$ cat config.mk
export PLATFORM = sky130hd
export DESIGN_NAME = fodi_top
export DESIGN_NICKNAME = d
export VERILOG_FILES = /design/src/inc/fodi_pkg.sv /design/src/core/fodi_flag_bit.sv /design/src/core/fodi_apb_decode.sv /design/src/core/fodi_top.sv
export VERILOG_INCLUDE_DIRS = /design/src /design/src/inc
export SDC_FILE = /design/constraint.sdc
export NUM_CORES = 1
export LEC_CHECK = 0
export CAP_MARGIN = 40
export CORE_MARGIN = 3
export CORE_UTILIZATION = 53
export CTS_CLUSTER_SIZE = 24
export DETAILED_ROUTE_END_ITERATION = 10
export DONT_BUFFER_PORTS = 1
export PLACE_DENSITY_LB_ADDON = 0.25
export SYNTH_ARGS = -nofsm -noshare
export SYNTH_HDL_FRONTEND = slang
export SYNTH_SLANG_ARGS = --single-unit
$ cat constraint.sdc
create_clock -name pclk -period 1.05 [get_ports pclk]
set_input_delay 0.315 -clock pclk [delete_from_list [all_inputs] [get_ports pclk]]
set_output_delay 0.315 -clock pclk [all_outputs]
set_load 0.1 [all_outputs]
$ cat src/inc/fodi_regs.svh
// Register offsets, field positions and reset values of the flash
// operation-done interrupt logic. Assumes a 32-bit APB register bus.
`ifndef FODI_REGS_SVH
`define FODI_REGS_SVH

// ==================================================================
// Register byte offsets
`define FODI_OFS_FLAGS 12'h02C
`define FODI_OFS_FLAG_SET 12'h030
`define FODI_OFS_FLAG_CLEAR 12'h034
`define FODI_OFS_IRQ_ENABLE 12'h038

// ==================================================================
// Field positions and widths
`define FODI_BIT_ERASE 0
`define FODI_BIT_WRITE 1
`define FODI_NUM_SRC 2
`define FODI_ADDR_W 12

// ==================================================================
// Reset values
`define FODI_FLAGS_RST 2'h0
`define FODI_IEN_RST 2'h0

`endif

$ cat src/inc/fodi_pkg.sv
// Types shared by the flash operation-done interrupt logic.
// Assumes the offsets header is included where numbers are needed.
package fodi_pkg;

  // ================================================================
  // Decoded register write strobes travelling together
  typedef struct packed {
    logic       flag_set;
    logic       flag_clear;
    logic       irq_enable;
    logic [1:0] wdata;
  } fodi_wr_t;

  // ================================================================
  // APB access phases
  typedef enum logic [1:0] {
    FODI_IDLE,
    FODI_SETUP,
    FODI_ACCESS
  } fodi_phase_t;

endpackage : fodi_pkg

$ cat src/core/fodi_flag_bit.sv
// One sticky event flag with hardware set, software set and clear.
// Assumes single pclk domain; set strobes are single-cycle pulses.
module fodi_flag_bit (
  input wire logic pclk,
  input wire logic presetn,
  input wire logic hw_set,
  input wire logic sw_set,
  input wire logic sw_clr,
  output logic flag_r
);

  // ================================================================
  // Sticky flag; any set wins over a clear in the same cycle
  always_ff @(posedge pclk or negedge presetn) begin
    if (!presetn) begin
      flag_r <= 1'b0;
    end else if (hw_set || sw_set) begin
      flag_r <= 1'b1;
    end else if (sw_clr) begin
      flag_r <= 1'b0;
    end
  end

endmodule : fodi_flag_bit

$ cat src/core/fodi_apb_decode.sv
// APB write decoder for the operation-done interrupt registers.
// Assumes an APB master obeying setup then access phases.
`include "fodi_regs.svh"
module fodi_apb_decode import fodi_pkg::*; (
  input wire logic psel,
  input wire logic penable,
  input wire logic pwrite,
  input wire logic [`FODI_ADDR_W-1:0] paddr,
  input wire logic [31:0] pwdata,
  output fodi_wr_t wr
);

  // ================================================================
  // Write strobes, active only in the access phase
  logic wr_acc;
  assign wr_acc = psel && penable && pwrite;
  assign wr.flag_set = wr_acc && (paddr == `FODI_OFS_FLAG_SET);
  assign wr.flag_clear = wr_acc && (paddr == `FODI_OFS_FLAG_CLEAR);
  assign wr.irq_enable = wr_acc && (paddr == `FODI_OFS_IRQ_ENABLE);
  assign wr.wdata = pwdata[1:0];

endmodule : fodi_apb_decode

$ cat src/core/fodi_top.sv
// Operation-done interrupt flags of the flash controller, APB slave.
// Assumes write_done and erase_done are one-cycle pulses on pclk.
// Register map, byte offsets on the 12-bit address:
//   0x02C flags      read-only, bit 1 write done, bit 0 erase done
//   0x030 flag set   write one to set a flag, reads zero
//   0x034 flag clear write one to clear a flag, reads zero
//   0x038 enables    read-write, one enable per flag
// Any other address reads zero and ignores writes.
//
// Bus timing:
//   The slave answers with no wait states: pready is high in the
//   first access cycle, and read data was captured in the setup cycle.
//   pslverr is never raised.
//   A write lands at the edge that ends its access cycle; the flag or
//   enable shows one cycle later and the interrupt one cycle after that.
//   A done pulse and a clear in the same cycle leave the flag set, so
//   an event is never lost to a late clear.
`include "fodi_regs.svh"
module fodi_top import fodi_pkg::*; (
  input wire logic pclk,
  input wire logic presetn,
  input wire logic psel,
  input wire logic penable,
  input wire logic pwrite,
  input wire logic [`FODI_ADDR_W-1:0] paddr,
  input wire logic [31:0] pwdata,
  output logic [31:0] prdata,
  output logic pready,
  output logic pslverr,
  input wire logic write_done,
  input wire logic erase_done,
  output logic irq_r
);

  // ================================================================
  // Register decode
  fodi_wr_t wr;
  logic [1:0] flags_r;
  logic [1:0] ien_r;
  logic [31:0] rdata_nxt;

  fodi_apb_decode u_dec (
    .psel(psel),
    .penable(penable),
    .pwrite(pwrite),
    .paddr(paddr),
    .pwdata(pwdata),
    .wr(wr)
  );

  // ================================================================
  // Sticky flags; writes to the flag register itself go nowhere
  fodi_flag_bit u_write_flag (
    .pclk(pclk),
    .presetn(presetn),
    .hw_set(write_done),
    .sw_set(wr.flag_set && wr.wdata[`FODI_BIT_WRITE]),
    .sw_clr(wr.flag_clear && wr.wdata[`FODI_BIT_WRITE]),
    .flag_r(flags_r[`FODI_BIT_WRITE])
  );

  fodi_flag_bit u_erase_flag (
    .pclk(pclk),
    .presetn(presetn),
    .hw_set(erase_done),
    .sw_set(wr.flag_set && wr.wdata[`FODI_BIT_ERASE]),
    .sw_clr(wr.flag_clear && wr.wdata[`FODI_BIT_ERASE]),
    .flag_r(flags_r[`FODI_BIT_ERASE])
  );

  // ================================================================
  // Interrupt enable register; upper write bits dropped
  always_ff @(posedge pclk or negedge presetn) begin
    if (!presetn) begin
      ien_r <= `FODI_IEN_RST;
    end else if (wr.irq_enable) begin
      ien_r <= wr.wdata;
    end
  end

  // ================================================================
  // Interrupt output from flags gated by enables
  always_ff @(posedge pclk or negedge presetn) begin
    if (!presetn) begin
      irq_r <= 1'b0;
    end else begin
      irq_r <= |(flags_r & ien_r);
    end
  end

  // ================================================================
  // Read mux; reserved bits and unmapped addresses read zero
  always_comb begin
    rdata_nxt = 32'h0000_0000;
    case (paddr)
      `FODI_OFS_FLAGS: rdata_nxt = {30'h0000_0000, flags_r};
      `FODI_OFS_IRQ_ENABLE: rdata_nxt = {30'h0000_0000, ien_r};
      default: rdata_nxt = 32'h0000_0000;
    endcase
  end

  // Read data registered in setup phase; answer in first access cycle
  always_ff @(posedge pclk or negedge presetn) begin
    if (!presetn) begin
      prdata <= 32'h0000_0000;
    end else if (psel && !penable && !pwrite) begin
      prdata <= rdata_nxt;
    end
  end

  // Zero wait states, no errors
  always_ff @(posedge pclk or negedge presetn) begin
    if (!presetn) begin
      pready <= 1'b0;
      pslverr <= 1'b0;
    end else begin
      pready <= psel && !penable;
      pslverr <= 1'b0;
    end
  end

  // ================================================================
  // Bus phase tracker; remembers the phase of the previous cycle
  fodi_phase_t phase_r;
  fodi_phase_t phase_nxt;

  // Phase decoded from the request lines
  always_comb begin
    phase_nxt = FODI_IDLE;
    case ({psel, penable})
      2'h2: phase_nxt = FODI_SETUP;
      2'h3: phase_nxt = FODI_ACCESS;
      default: phase_nxt = FODI_IDLE;
    endcase
  end

  // Registered phase, used only by the checks
  always_ff @(posedge pclk or negedge presetn) begin
    if (!presetn) begin
      phase_r <= FODI_IDLE;
    end else begin
      phase_r <= phase_nxt;
    end
  end

  // ================================================================
  // Checks on the flags
  // Hardware write done sets the write flag
  set_write_a: assert property (@(posedge pclk) disable iff (!presetn)
    write_done |=> flags_r[`FODI_BIT_WRITE])
    else $error("write flag not set after write done");

  // Hardware erase done sets the erase flag
  set_erase_a: assert property (@(posedge pclk) disable iff (!presetn)
    erase_done |=> flags_r[`FODI_BIT_ERASE])
    else $error("erase flag not set after erase done");

  // Write flag stays until a clear
  flags_hold_a: assert property (@(posedge pclk) disable iff (!presetn)
    (flags_r[1] && !wr.flag_clear) |=> flags_r[1])
    else $error("write flag lost without clear");

  // Erase flag stays until a clear
  erase_hold_a: assert property (@(posedge pclk) disable iff (!presetn)
    (flags_r[0] && !wr.flag_clear) |=> flags_r[0])
    else $error("erase flag lost without clear");

  // Software set of the write flag
  write_swset_a: assert property (@(posedge pclk) disable iff (!presetn)
    (wr.flag_set && wr.wdata[1]) |=> flags_r[1])
    else $error("write flag not set by software");

  // Software set of the erase flag
  swset_a: assert property (@(posedge pclk) disable iff (!presetn)
    (wr.flag_set && wr.wdata[0]) |=> flags_r[0])
    else $error("erase flag not set by software");

  // Software clear of the write flag when no set competes
  swclr_a: assert property (@(posedge pclk) disable iff (!presetn)
    (wr.flag_clear && wr.wdata[1] && !write_done && !(wr.flag_set && wr.wdata[1]))
      |=> !flags_r[1])
    else $error("write flag not cleared");

  // Software clear of the erase flag when no set competes
  erase_clear_a: assert property (@(posedge pclk) disable iff (!presetn)
    (wr.flag_clear && wr.wdata[0] && !erase_done && !(wr.flag_set && wr.wdata[0]))
      |=> !flags_r[0])
    else $error("erase flag not cleared");

  // Write flag rises only from a set source
  write_quiet_a: assert property (@(posedge pclk) disable iff (!presetn)
    (!flags_r[1] && !write_done && !(wr.flag_set && wr.wdata[1]))
      |=> !flags_r[1])
    else $error("write flag set without a source");

  // Erase flag rises only from a set source
  erase_quiet_a: assert property (@(posedge pclk) disable iff (!presetn)
    (!flags_r[0] && !erase_done && !(wr.flag_set && wr.wdata[0]))
      |=> !flags_r[0])
    else $error("erase flag set without a source");

  // ================================================================
  // Checks on enables and the interrupt
  // Enable register takes the written bits
  ien_write_a: assert property (@(posedge pclk) disable iff (!presetn)
    wr.irq_enable |=> ien_r == $past(pwdata[1:0]))
    else $error("enable register not updated");

  // Enable register keeps its value without a write
  ien_hold_a: assert property (@(posedge pclk) disable iff (!presetn)
    !wr.irq_enable |=> $stable(ien_r))
    else $error("enable register changed without a write");

  // Interrupt follows flags and enables one cycle later
  irq_follow_a: assert property (@(posedge pclk) disable iff (!presetn)
    ##1 irq_r == |($past(flags_r) & $past(ien_r)))
    else $error("interrupt does not follow flags and enables");

  // Any enabled flag raises the interrupt
  irq_raise_a: assert property (@(posedge pclk) disable iff (!presetn)
    (|(flags_r & ien_r)) |=> irq_r)
    else $error("interrupt not raised");

  // Write flag alone never raises the interrupt while disabled
  write_gate_a: assert property (@(posedge pclk) disable iff (!presetn)
    (!ien_r[1] && !(flags_r[0] && ien_r[0])) |=> !irq_r)
    else $error("disabled write flag raised the interrupt");

  // Erase flag alone never raises the interrupt while disabled
  erase_gate_a: assert property (@(posedge pclk) disable iff (!presetn)
    (!ien_r[0] && !(flags_r[1] && ien_r[1])) |=> !irq_r)
    else $error("disabled erase flag raised the interrupt");

  // ================================================================
  // Checks on the bus answer
  // Flag register read data
  rd_flags_a: assert property (@(posedge pclk) disable iff (!presetn)
    (psel && !penable && !pwrite && paddr == `FODI_OFS_FLAGS && !write_done
      && !erase_done) |=> prdata == {30'h0000_0000, flags_r})
    else $error("flag read data wrong");

  // Enable register read data, reserved bits zero
  rd_ien_a: assert property (@(posedge pclk) disable iff (!presetn)
    (psel && !penable && !pwrite && paddr == `FODI_OFS_IRQ_ENABLE)
      |=> prdata == {30'h0000_0000, ien_r})
    else $error("enable read data wrong");

  // Every other address reads zero
  rd_zero_a: assert property (@(posedge pclk) disable iff (!presetn)
    (psel && !penable && !pwrite && paddr != `FODI_OFS_FLAGS
      && paddr != `FODI_OFS_IRQ_ENABLE) |=> prdata == 32'h0000_0000)
    else $error("unread register not zero");

  // Ready follows every setup cycle
  ready_a: assert property (@(posedge pclk) disable iff (!presetn)
    (psel && !penable) |=> pready)
    else $error("no ready in access phase");

  // Ready only after a setup cycle
  ready_phase_a: assert property (@(posedge pclk) disable iff (!presetn)
    pready |-> phase_r == FODI_SETUP)
    else $error("ready without a setup cycle");

  // Ready stands for one cycle only
  ready_once_a: assert property (@(posedge pclk) disable iff (!presetn)
    pready |=> !pready)
    else $error("ready held too long");

  // Read data held until the next read setup
  prdata_hold_a: assert property (@(posedge pclk) disable iff (!presetn)
    !(psel && !penable && !pwrite) |=> $stable(prdata))
    else $error("read data changed without a read");

  // The slave never signals an error
  no_error_a: assert property (@(posedge pclk) disable iff (!presetn)
    !pslverr)
    else $error("error response raised");

  // Main scenarios
  irq_cov_c: cover property (@(posedge pclk) disable iff (!presetn) $rose(irq_r));
  clr_cov_c: cover property (@(posedge pclk) disable iff (!presetn) $fell(flags_r[0]));
  race_cov_c: cover property (@(posedge pclk) disable iff (!presetn)
    write_done && wr.flag_clear && wr.wdata[1]);
  back_to_back_c: cover property (@(posedge pclk) disable iff (!presetn)
    phase_r == FODI_ACCESS && psel && !penable);
  swset_irq_c: cover property (@(posedge pclk) disable iff (!presetn)
    (wr.flag_set && |(wr.wdata & ien_r)) ##2 irq_r);

endmodule : fodi_top

==> results of run 1 <==
-- worst reg2reg max path, stage by stage, from the launching register on --
cell	delay (ns)
dfrtp_2	0.42
o21ai_0	0.09
o21ai_0	0.12
a21o_1	0.16
-- what timing repair did --
item,CTS,global route
hold endpoints to repair,8,0
endpoints found under the setup margin,4,4
hold buffers,1,0
-- stage by stage --
| step | setup TNS (ns) | hold slack [ns] |
|---|---|---|
| detailed placement | -0.9364 | 0.01966 |
| global placement | -0.7413 | 0.01964 |
| global route | -0.5296 | 0.1848 |
| CTS | -0.4695 | 0.1929 |
| floorplan | -0.4790 | 0.01941 |
| finish | -0.4357 | 0.2007 |
-- worst paths after layout --
kind	slack, ns	end	from	cells after the start
max	-0.11	prdata[0]	prdata[0]	1
min	0.20	ien_r[0]	pwdata[0]	1
max reg2reg	0.16	prdata[0]	prdata[0]	3
min reg2reg	0.49	prdata[1]	ien_r[1]	1
max in group asynchronous	0.38	irq_r	presetn	1
min in group asynchronous	0.39	pready	presetn	1
-- cell families after synthesis --
kind of cell           Yosys count  share of synthesized area (%)
buffers and inverters           34                          35.20
and+or+nand+nor                 21                          22.92
AOI/OAI and AO/OA                7                          6.317
muxes                            4                          6.137
DFF                              8                          28.88
other                            1                         0.5410
-- cell usage after synthesis --
| cell | instances | area share [%] |
|---|---|---|
| mux2i_1 | 2 | 2.9 |
| nand4_2 | 1 | 1.8 |
| nand3_1 | 1 | 0.72 |
| nand2b_1 | 1 | 0.90 |
| dfrtp_1 | 8 | 29 |
| nor4b_1 | 3 | 3.8 |
| o21ai_0 | 4 | 2.9 |
| and4bb_2 | 1 | 1.8 |
| mux2_1 | 2 | 3.2 |
| buf_4 | 31 | 34 |
| nand4_1 | 3 | 2.7 |
| a22o_1 | 1 | 1.3 |
| and4_1 | 1 | 1.3 |
| nor4_4 | 1 | 3.1 |
| a21o_1 | 2 | 2.2 |
| nor3_1 | 1 | 0.72 |
| nor2_1 | 3 | 1.6 |
| nor3b_1 | 2 | 2.2 |
| nand2_1 | 1 | 0.54 |
| inv_1 | 3 | 1.6 |
| nor2b_1 | 2 | 1.8 |
| conb_1 | 1 | 0.54 |
-- per-layer routing --
metal / routed length, um / GRT usage [%] / vias to the layer above / part of all wire [%]
li1: - / - / 219 / -
met1: 381 / 13.61 / 214 / 32
met2: 621 / 20.97 / 40 / 52
met3: 198 / 9.013 / 0 / 16
met4: 0 / 0 / 0 / 0
met5: 0 / 0 / - / 0
-- power breakdown --
part	leakage (uW)	switching (uW)	internal (uW)
Clock	0.0000150	107	146
Sequential	0.0000939	1.97	311
Combinational	0.000287	514	29.9
-- flip-flops by register name, summed over array words and instances (netlist names) --
register,cells
u_erase_flag.flag_r,1
u_write_flag.flag_r,1
pready,1
prdata,2
irq_r,1
ien_r,2
-- final cells by class --
cell class	count	area, um2
multi-input combinational	63	361.6
fill	104	429.2
clock buffer	4	26.28
timing repair buffer	9	120.1
sequential	8	205.2
inverter	3	11.26
tap	14	17.52
==> flow_summary.yaml, run 1 <==
finish:
  final_cell_area_um2: 742.0
  drive_above_1_share_pct: 20.69
  layout.cells.non_filler: 101
  final_core_util_pct: 63.35
  final_nets: 139
  final_common_cell: "conb_1"
  area_growth_pct: 7.040
  n_antenna_cell: 0
logic_synthesis:
  syn_area_um2: 693.2
  ys_types: 22
  syn_inst: 75
  seq_area_frac_synth_pct: 28.88
  avgSynthCellArea_um2: 9.242
  synth_seq_cells: 8
  yosys_warnings: 0
global_route:
  grt_pass1_vias: 396
  overflow: 0
  grt_usage_pct: 12.51
  antenna_found_initial: 0
  grt_pass1_wl_um: 1683
  grt_max_degree: 9
power:
  power_density_mw_per_mm2: 1496
  leakage_uw: 0.0003958
  total_power_uw: 1110
  ir_drop_v: 0.001040
floorplanning:
  rows: 12
  die_x_um: 42.17
  io_pins: 86
  die_y_um: 42.17
  core_area_mm2: 0.001171
  start_util_pct: 59.19
  dieArea_mm2: 0.001778
critical_path:
  arrival_ns: 0.85
  crit_path_top_delay_cell: "dfrtp_2"
  worst_path_largest_cell_delay_ns: 0.42
  end_kind: "output port"
  crit_buf_inv: 1
  cp.required_ns: 0.73
  cp_max_fo: 2
  crit_chain: "buf_12"
  critPathKind: "flop to output port"
  crit_family: "flip-flops"
  startpoint_type: "flop"
placed_design:
  finalWeightedCongestion: 0.7063
  hpwl_um: 1036
  portBuffers: 0
  placed_area_um2: 705.7
  dp_slack_ns: -0.2057
  numPlacedInstances: 96
detailed_routing:
  drtAntennaViolNets: 0
  drt_first_iter_violations: 8
  viasPerCell: 4.683
  vias: 473
  dr.pass1.iters: 4
  postRouteWirelength_um: 1202
  drc: 0
  wl_per_cell_um: 11.90
flow_run:
  maxCapViolations: 0
clock_network:
  cts_max_level: 1
  cts_root_buf: "clkbuf_4"
  path_clk_slew_ns: 0.06
  cts_setup_buffers: 0
  ctsResizeCount: 0
  cts.sinks: 8
  clockBufferDepth: 2
  cts_tree: "built"
  insertion_delay_ns: 0.26
  cts_buffers: 3
sta:
  min_period_ns: 1.163
  setup_violations: 4
  fmax_mhz: 859.5
  period_share_pct: 110.8
  rsz0062_at_grt: "yes"
  skew_ns: 0.01358
  finalHoldViolCount: 0
  setup_ws_ns: -0.1135
  finalMaxSlewViolations: 0
outcome:
  status: "complete, but fails checks"
  violations: "setup timing"
hold_path:
  hold_class: "primary input to flop"
No activity file was read; power rests on OpenSTA's default activity.
==> run 2: changes to the inputs <==
- CELL_PAD_IN_SITES_DETAIL_PLACEMENT: not set -> 1
- CELL_PAD_IN_SITES_GLOBAL_PLACEMENT: not set -> 1
- CORE_UTILIZATION: 53 -> 37
==> run 2 against run 1 <==
Net effect:
- the run still ends with setup timing left
- final cell count grew 11%
- core utilization fell by 20 points
- largest cell class unchanged
- register-to-register slack better by 0.05 ns
- combinational power barely moved
- critical endpoint unchanged
- non-clock buffer count is the same
- flip-flop and latch count unchanged
- hold slack about the same
==> flow_summary.yaml, run 2 (synthesized netlist as in run 1, its figures left out) <==
detailed_routing:
  drc: 0
  viasPerCell: 4.259
  dr.pass1.iters: 4
  vias: 477
  wl_per_cell_um: 11.34
  drt_first_iter_violations: 7
  drtAntennaViolNets: 0
  postRouteWirelength_um: 1270
critical_path:
  crit_buf_inv: 1
  r2r_cells: 3
  cp.required_ns: 0.73
  rrSetupSlack_ns: 0.21
  arrival_ns: 0.84
  crit_family: "flip-flops"
  startpoint_type: "flop"
  reg2reg_from: "prdata[1]"
  crit_chain: "buf_12"
  rr_endpoint: "prdata[1]"
  cp_max_fo: 2
  worst_path_largest_cell_delay_ns: 0.42
  end_kind: "output port"
  crit_path_top_delay_cell: "dfrtp_2"
  critPathKind: "flop to output port"
sta:
  min_period_ns: 1.153
  rsz0062_at_grt: "yes"
  setup_violations: 4
  tns_ns: -0.3939
  setup_ws_ns: -0.1033
  period_share_pct: 109.8
  fmax_mhz: 867.1
  finalMaxSlewViolations: 0
  skew_ns: 0.005364
  finalHoldViolCount: 0
power:
  power_density_mw_per_mm2: 1464
  leakage_uw: 0.0003967
  ir_drop_v: 0.0008709
hold_path:
  hp-start: "pwdata[1]"
  hold_path_depth: 1
  worstHoldEndpoint: "ien_r[1]"
  hold_class: "primary input to flop"
clock_network:
  cts_max_level: 1
  cts_root_buf: "clkbuf_4"
  cts_setup_buffers: 0
  clockBufferDepth: 2
  cts.sinks: 8
  path_clk_slew_ns: 0.06
  insertion_delay_ns: 0.25
  cts_tree: "built"
  cts_buffers: 3
global_route:
  antenna_found_initial: 0
  grt_usage_pct: 11.20
  grt_pass1_wl_um: 2035
  grt_pass1_vias: 470
  grt_max_degree: 9
  overflow: 0
finish:
  area_growth_pct: 9.025
  ff_latch_area_um2: 205.2
  layout_common_cells: "conb_1, dfrtp_1, dfrtp_2, buf_12, buf_4"
  n_antenna_cell: 0
  nFillCells: 220
  multi_input_area_um2: 361.6
  top_regs: "ien_r (2), prdata (2)"
  final_nets: 139
  drive_above_1_share_pct: 20.69
  final_core_util_pct: 43.30
  final_cell_area_um2: 755.7
  final_common_cell: "conb_1"
placed_design:
  finalWeightedCongestion: 0.7226
  portBuffers: 0
  placed_area_um2: 719.4
  hpwl_um: 1138
floorplanning:
  io_pins: 86
  rows: 15
  start_util_pct: 39.71
  die_x_um: 49.29
  core_area_mm2: 0.001745
  dieArea_mm2: 0.002429
  die_y_um: 49.29
outcome:
  status: "complete, but fails checks"
  violations: "setup timing"
flow_run:
  maxCapViolations: 0
## run 2: cell counts in the layout (fill, tap and decap cells not counted)
Identical to the previous run, type by type.
## run 2: routing by layer
metal  global-route usage (%)  vias up  part of all wire, %
met5                        0        -                    0
met4                    2.844        0                 0.47
met3                    7.951        2                   16
met2                    18.08       33                   49
met1                    11.59      218                   35
li1                         -      224                    -
## run 2: layout make-up
class | instances | area share [%]
Clock buffer | 4 | 3.477
Inverter | 3 | 1.490
Multi-Input combinational cell | 63 | 47.85
Sequential cell | 8 | 27.15
Tap cell | 25 | 4.139
Timing Repair Buffer | 9 | 15.89
## run 2: timing repair
action / 4_1_cts / 5_1_grt
hold endpoints to repair: 8 / 0
endpoints found under the setup margin: 4 / 6
pin swaps: 0 / 0
gates resized for setup: 0 / 2
hold buffers: 1 / 0
## run 2: stage by stage
stage	hold WS (ns)	worst slack, ns	total power [uW]	cells
2_1_floorplan	0.01941	-0.1862	923.2	105
3_3_place_gp	0.01965	-0.1688	851.2	107
3_5_place_dp	0.01969	-0.1938	851.8	107
4_1_cts	0.2007	-0.1152	1115	112
5_1_grt	0.1876	-0.1325	1152	112
6_report	0.2009	-0.1033	1106	112
## run 2: worst max path at each step
stage	startpoint	to	slack, ns	cells past startpoint
3_3_place_gp	paddr[0]	ien_r[0]	-0.17	3
5_1_grt	prdata[1]	prdata[1]	-0.13	1
4_1_cts	prdata[0]	prdata[0]	-0.12	1
2_1_floorplan	paddr[8]	ien_r[0]	-0.19	3
6_report	prdata[0]	prdata[0]	-0.10	1
3_5_place_dp	paddr[8]	ien_r[1]	-0.19	3
## run 2: power breakdown
| group | switching, uW | internal [uW] | leakage, uW |
|---|---|---|---|
| Sequential | 1.79 | 311 | 0.0000939 |
| Clock | 103 | 145 | 0.0000150 |
| Combinational | 515 | 29.9 | 0.000288 |
==> run 3: changes to the inputs <==
- ABC_AREA: not set -> 1
- CORE_MARGIN: 3 -> not set
- CORE_UTILIZATION: 37 -> 36
==> run 3 against run 2 <==
Net effect:
- the run still ends with setup timing left
- wire length up 11%
- die area decreased by 3.6%
- clock power grew 3%
- sequential share of layout area hardly changed
- core utilization down 4.6 points
- synthesized area grew 12%
- clock skew about the same
- synthesized cell count is 55% higher
- via count grew 24%
- flip-flop and latch count unchanged
- critical endpoint unchanged
- largest power group unchanged
==> flow_summary.yaml, run 3 <==
sta:
  period_share_pct: 113.4
  finalMaxSlewViolations: 0
  setup_violations: 4
  fmax_mhz: 839.8
  finalHoldViolCount: 0
  skew_ns: 0.005072
  rsz0062_at_grt: "yes"
  setup_ws_ns: -0.1408
  min_period_ns: 1.191
  tns_ns: -0.4910
logic_synthesis:
  synth_top_cell_by_area: "buf_4"
  ys_types: 14
  synth_fa_ha_area_share_pct: 0
  synth_seq_cells: 8
  seq_area_frac_synth_pct: 25.85
  avgSynthCellArea_um2: 6.677
  synthSimpleGateAreaFrac_pct: 34.25
  syn_area_um2: 774.5
  ys_async_sr_fraction_pct: 100.0
  ys_top_cells_by_area: "buf_4, dfrtp_1, nand2_1"
  syn_inst: 116
  synth_xor_xnor_area_share_pct: 0
  muxShareOfSynthArea_pct: 0
  synth-compound-area-share_pct: 1.131
  synth_top_cell_area_share_pct: 30.05
  synthFlopType: "dfrtp_1"
  synth_common_cells: "buf_4, nand2_1, inv_1"
  synth_edf_count: 0
  synth_top_family_by_area: "buffers and inverters"
  yosys_warnings: 0
detailed_routing:
  viasPerCell: 3.966
  drtAntennaViolNets: 0
  postRouteWirelength_um: 1409
  drt_first_iter_violations: 1
  drc: 0
  dr.pass1.iters: 2
  wl_per_cell_um: 9.456
  vias: 591
clock_network:
  cts_setup_buffers: 0
  cts_root_buf: "clkbuf_4"
  cts.sinks: 8
  cts_buffers: 3
  path_clk_slew_ns: 0.06
  insertion_delay_ns: 0.25
  clockBufferDepth: 2
  cts_max_level: 1
  cts_tree: "built"
global_route:
  grt_usage_pct: 13.38
  grt.met1_usage_pct: 13.48
  use_met3_pct: 5.660
  grt_max_degree: 9
  busiest_layer: "met2"
  grt_pass1_vias: 598
  overflow: 0
  use_met2_pct: 24.88
  grt_pass1_wl_um: 2415
  antenna_found_initial: 0
flow_run:
  maxCapViolations: 0
critical_path:
  endpoint: "prdata[0]"
  arrival_ns: 0.88
  startpoint_type: "flop"
  r2r_cells: 2
  rrSetupSlack_ns: 0.14
  end_kind: "output port"
  reg2reg_from: "prdata[0]"
  rr_endpoint: "prdata[0]"
  cp.depth: 0
  cp_max_fo: 2
  cp-startpoint: "prdata[0]"
  critPathKind: "flop to output port"
  cp.required_ns: 0.73
floorplanning:
  rows: 16
  die_y_um: 48.38
  die_x_um: 48.38
  io_pins: 86
  dieArea_mm2: 0.002341
  start_util_pct: 38.69
  core_area_mm2: 0.002002
finish:
  top_regs: "ien_r (2), prdata (2)"
  area_growth_pct: 0
  drive_above_1_share_pct: 13.93
  final_cell_area_um2: 774.5
  n_antenna_cell: 0
  final_nets: 174
  layout_common_cells: "nand2_1, conb_1, inv_1"
hold_path:
  hold_path_depth: 1
  hold_class: "primary input to flop"
placed_design:
  placed_area_um2: 733.2
  portBuffers: 0
  dp_slack_ns: -0.01843
  hpwl_um: 1214
  finalWeightedCongestion: 0.6957
outcome:
  violations: "setup timing"
  status: "complete, but fails checks"
power:
  leakage_uw: 0.0004442
  power_density_mw_per_mm2: 1461
  ir_drop_v: 0.0008416
==> run 3: cell type report <==
| type | count | area, um2 |
|---|---|---|
| inverter | 17 | 63.81 |
| clock buffer | 4 | 26.28 |
| timing repair buffer | 3 | 50.05 |
| fill | 279 | 1227 |
| sequential | 8 | 210.2 |
| tap | 27 | 33.78 |
| multi-input combinational | 90 | 390.4 |
==> run 3: through the flow <==
step | total power, uW | util, % | hold slack (ns) | std cells
after CTS | 1145 | 38.69 | 0.1030 | 149
after global routing | 1177 | 38.69 | 0.09668 | 149
final | 1132 | 38.69 | 0.1182 | 149
after detailed placement | 871.6 | 36.63 | 0.01962 | 144
after floorplan | 943.5 | - | 0.01941 | 146
after global placement | 868.6 | 36.63 | 0.01959 | 144
==> run 3: repair_timing <==
action | in CTS | in global routing
setup endpoints to repair | 4 | 4
gates resized for setup | 2 | 0
pin swaps | 0 | 0
hold buffers | 1 | 0
hold endpoints to repair | 8 | 0
==> run 3: worst min-delay path by stage <==
| stage | from | to | slack [ns] |
|---|---|---|---|
| floorplan | presetn | ien_r[0] | 0.02 |
| global placement | presetn | pready | 0.02 |
| detailed placement | presetn | pready | 0.02 |
| CTS | penable | pready | 0.10 |
| global route | penable | pready | 0.1 |
| finish | penable | pready | 0.12 |
==> run 3: metal layers <==
metal	part of all wire [%]	vias up	routed length (um)
met2	50	34	706
met3	7.6	0	107
met4	0	0	0
met1	42	258	595
met5	0	-	0
li1	-	299	-
==> run 3: kinds of logic after synthesis <==
kind of cell | count (synthesis)
flip-flops | 8
other | 1
buffers and inverters | 48
AND/OR/NAND/NOR | 58
AO/OA/AOI/OAI | 1
==> run 3: power by group <==
| part | switching, uW | internal, uW | leakage, uW | total (uW) |
|---|---|---|---|---|
| clock network | 110 | 146 | 0.0000150 | 256 |
| registers | 2.27 | 311 | 0.0000932 | 313 |
| logic | 534 | 28.2 | 0.000336 | 562 |
| total | 647 | 485 | 0.000444 | 1130 |
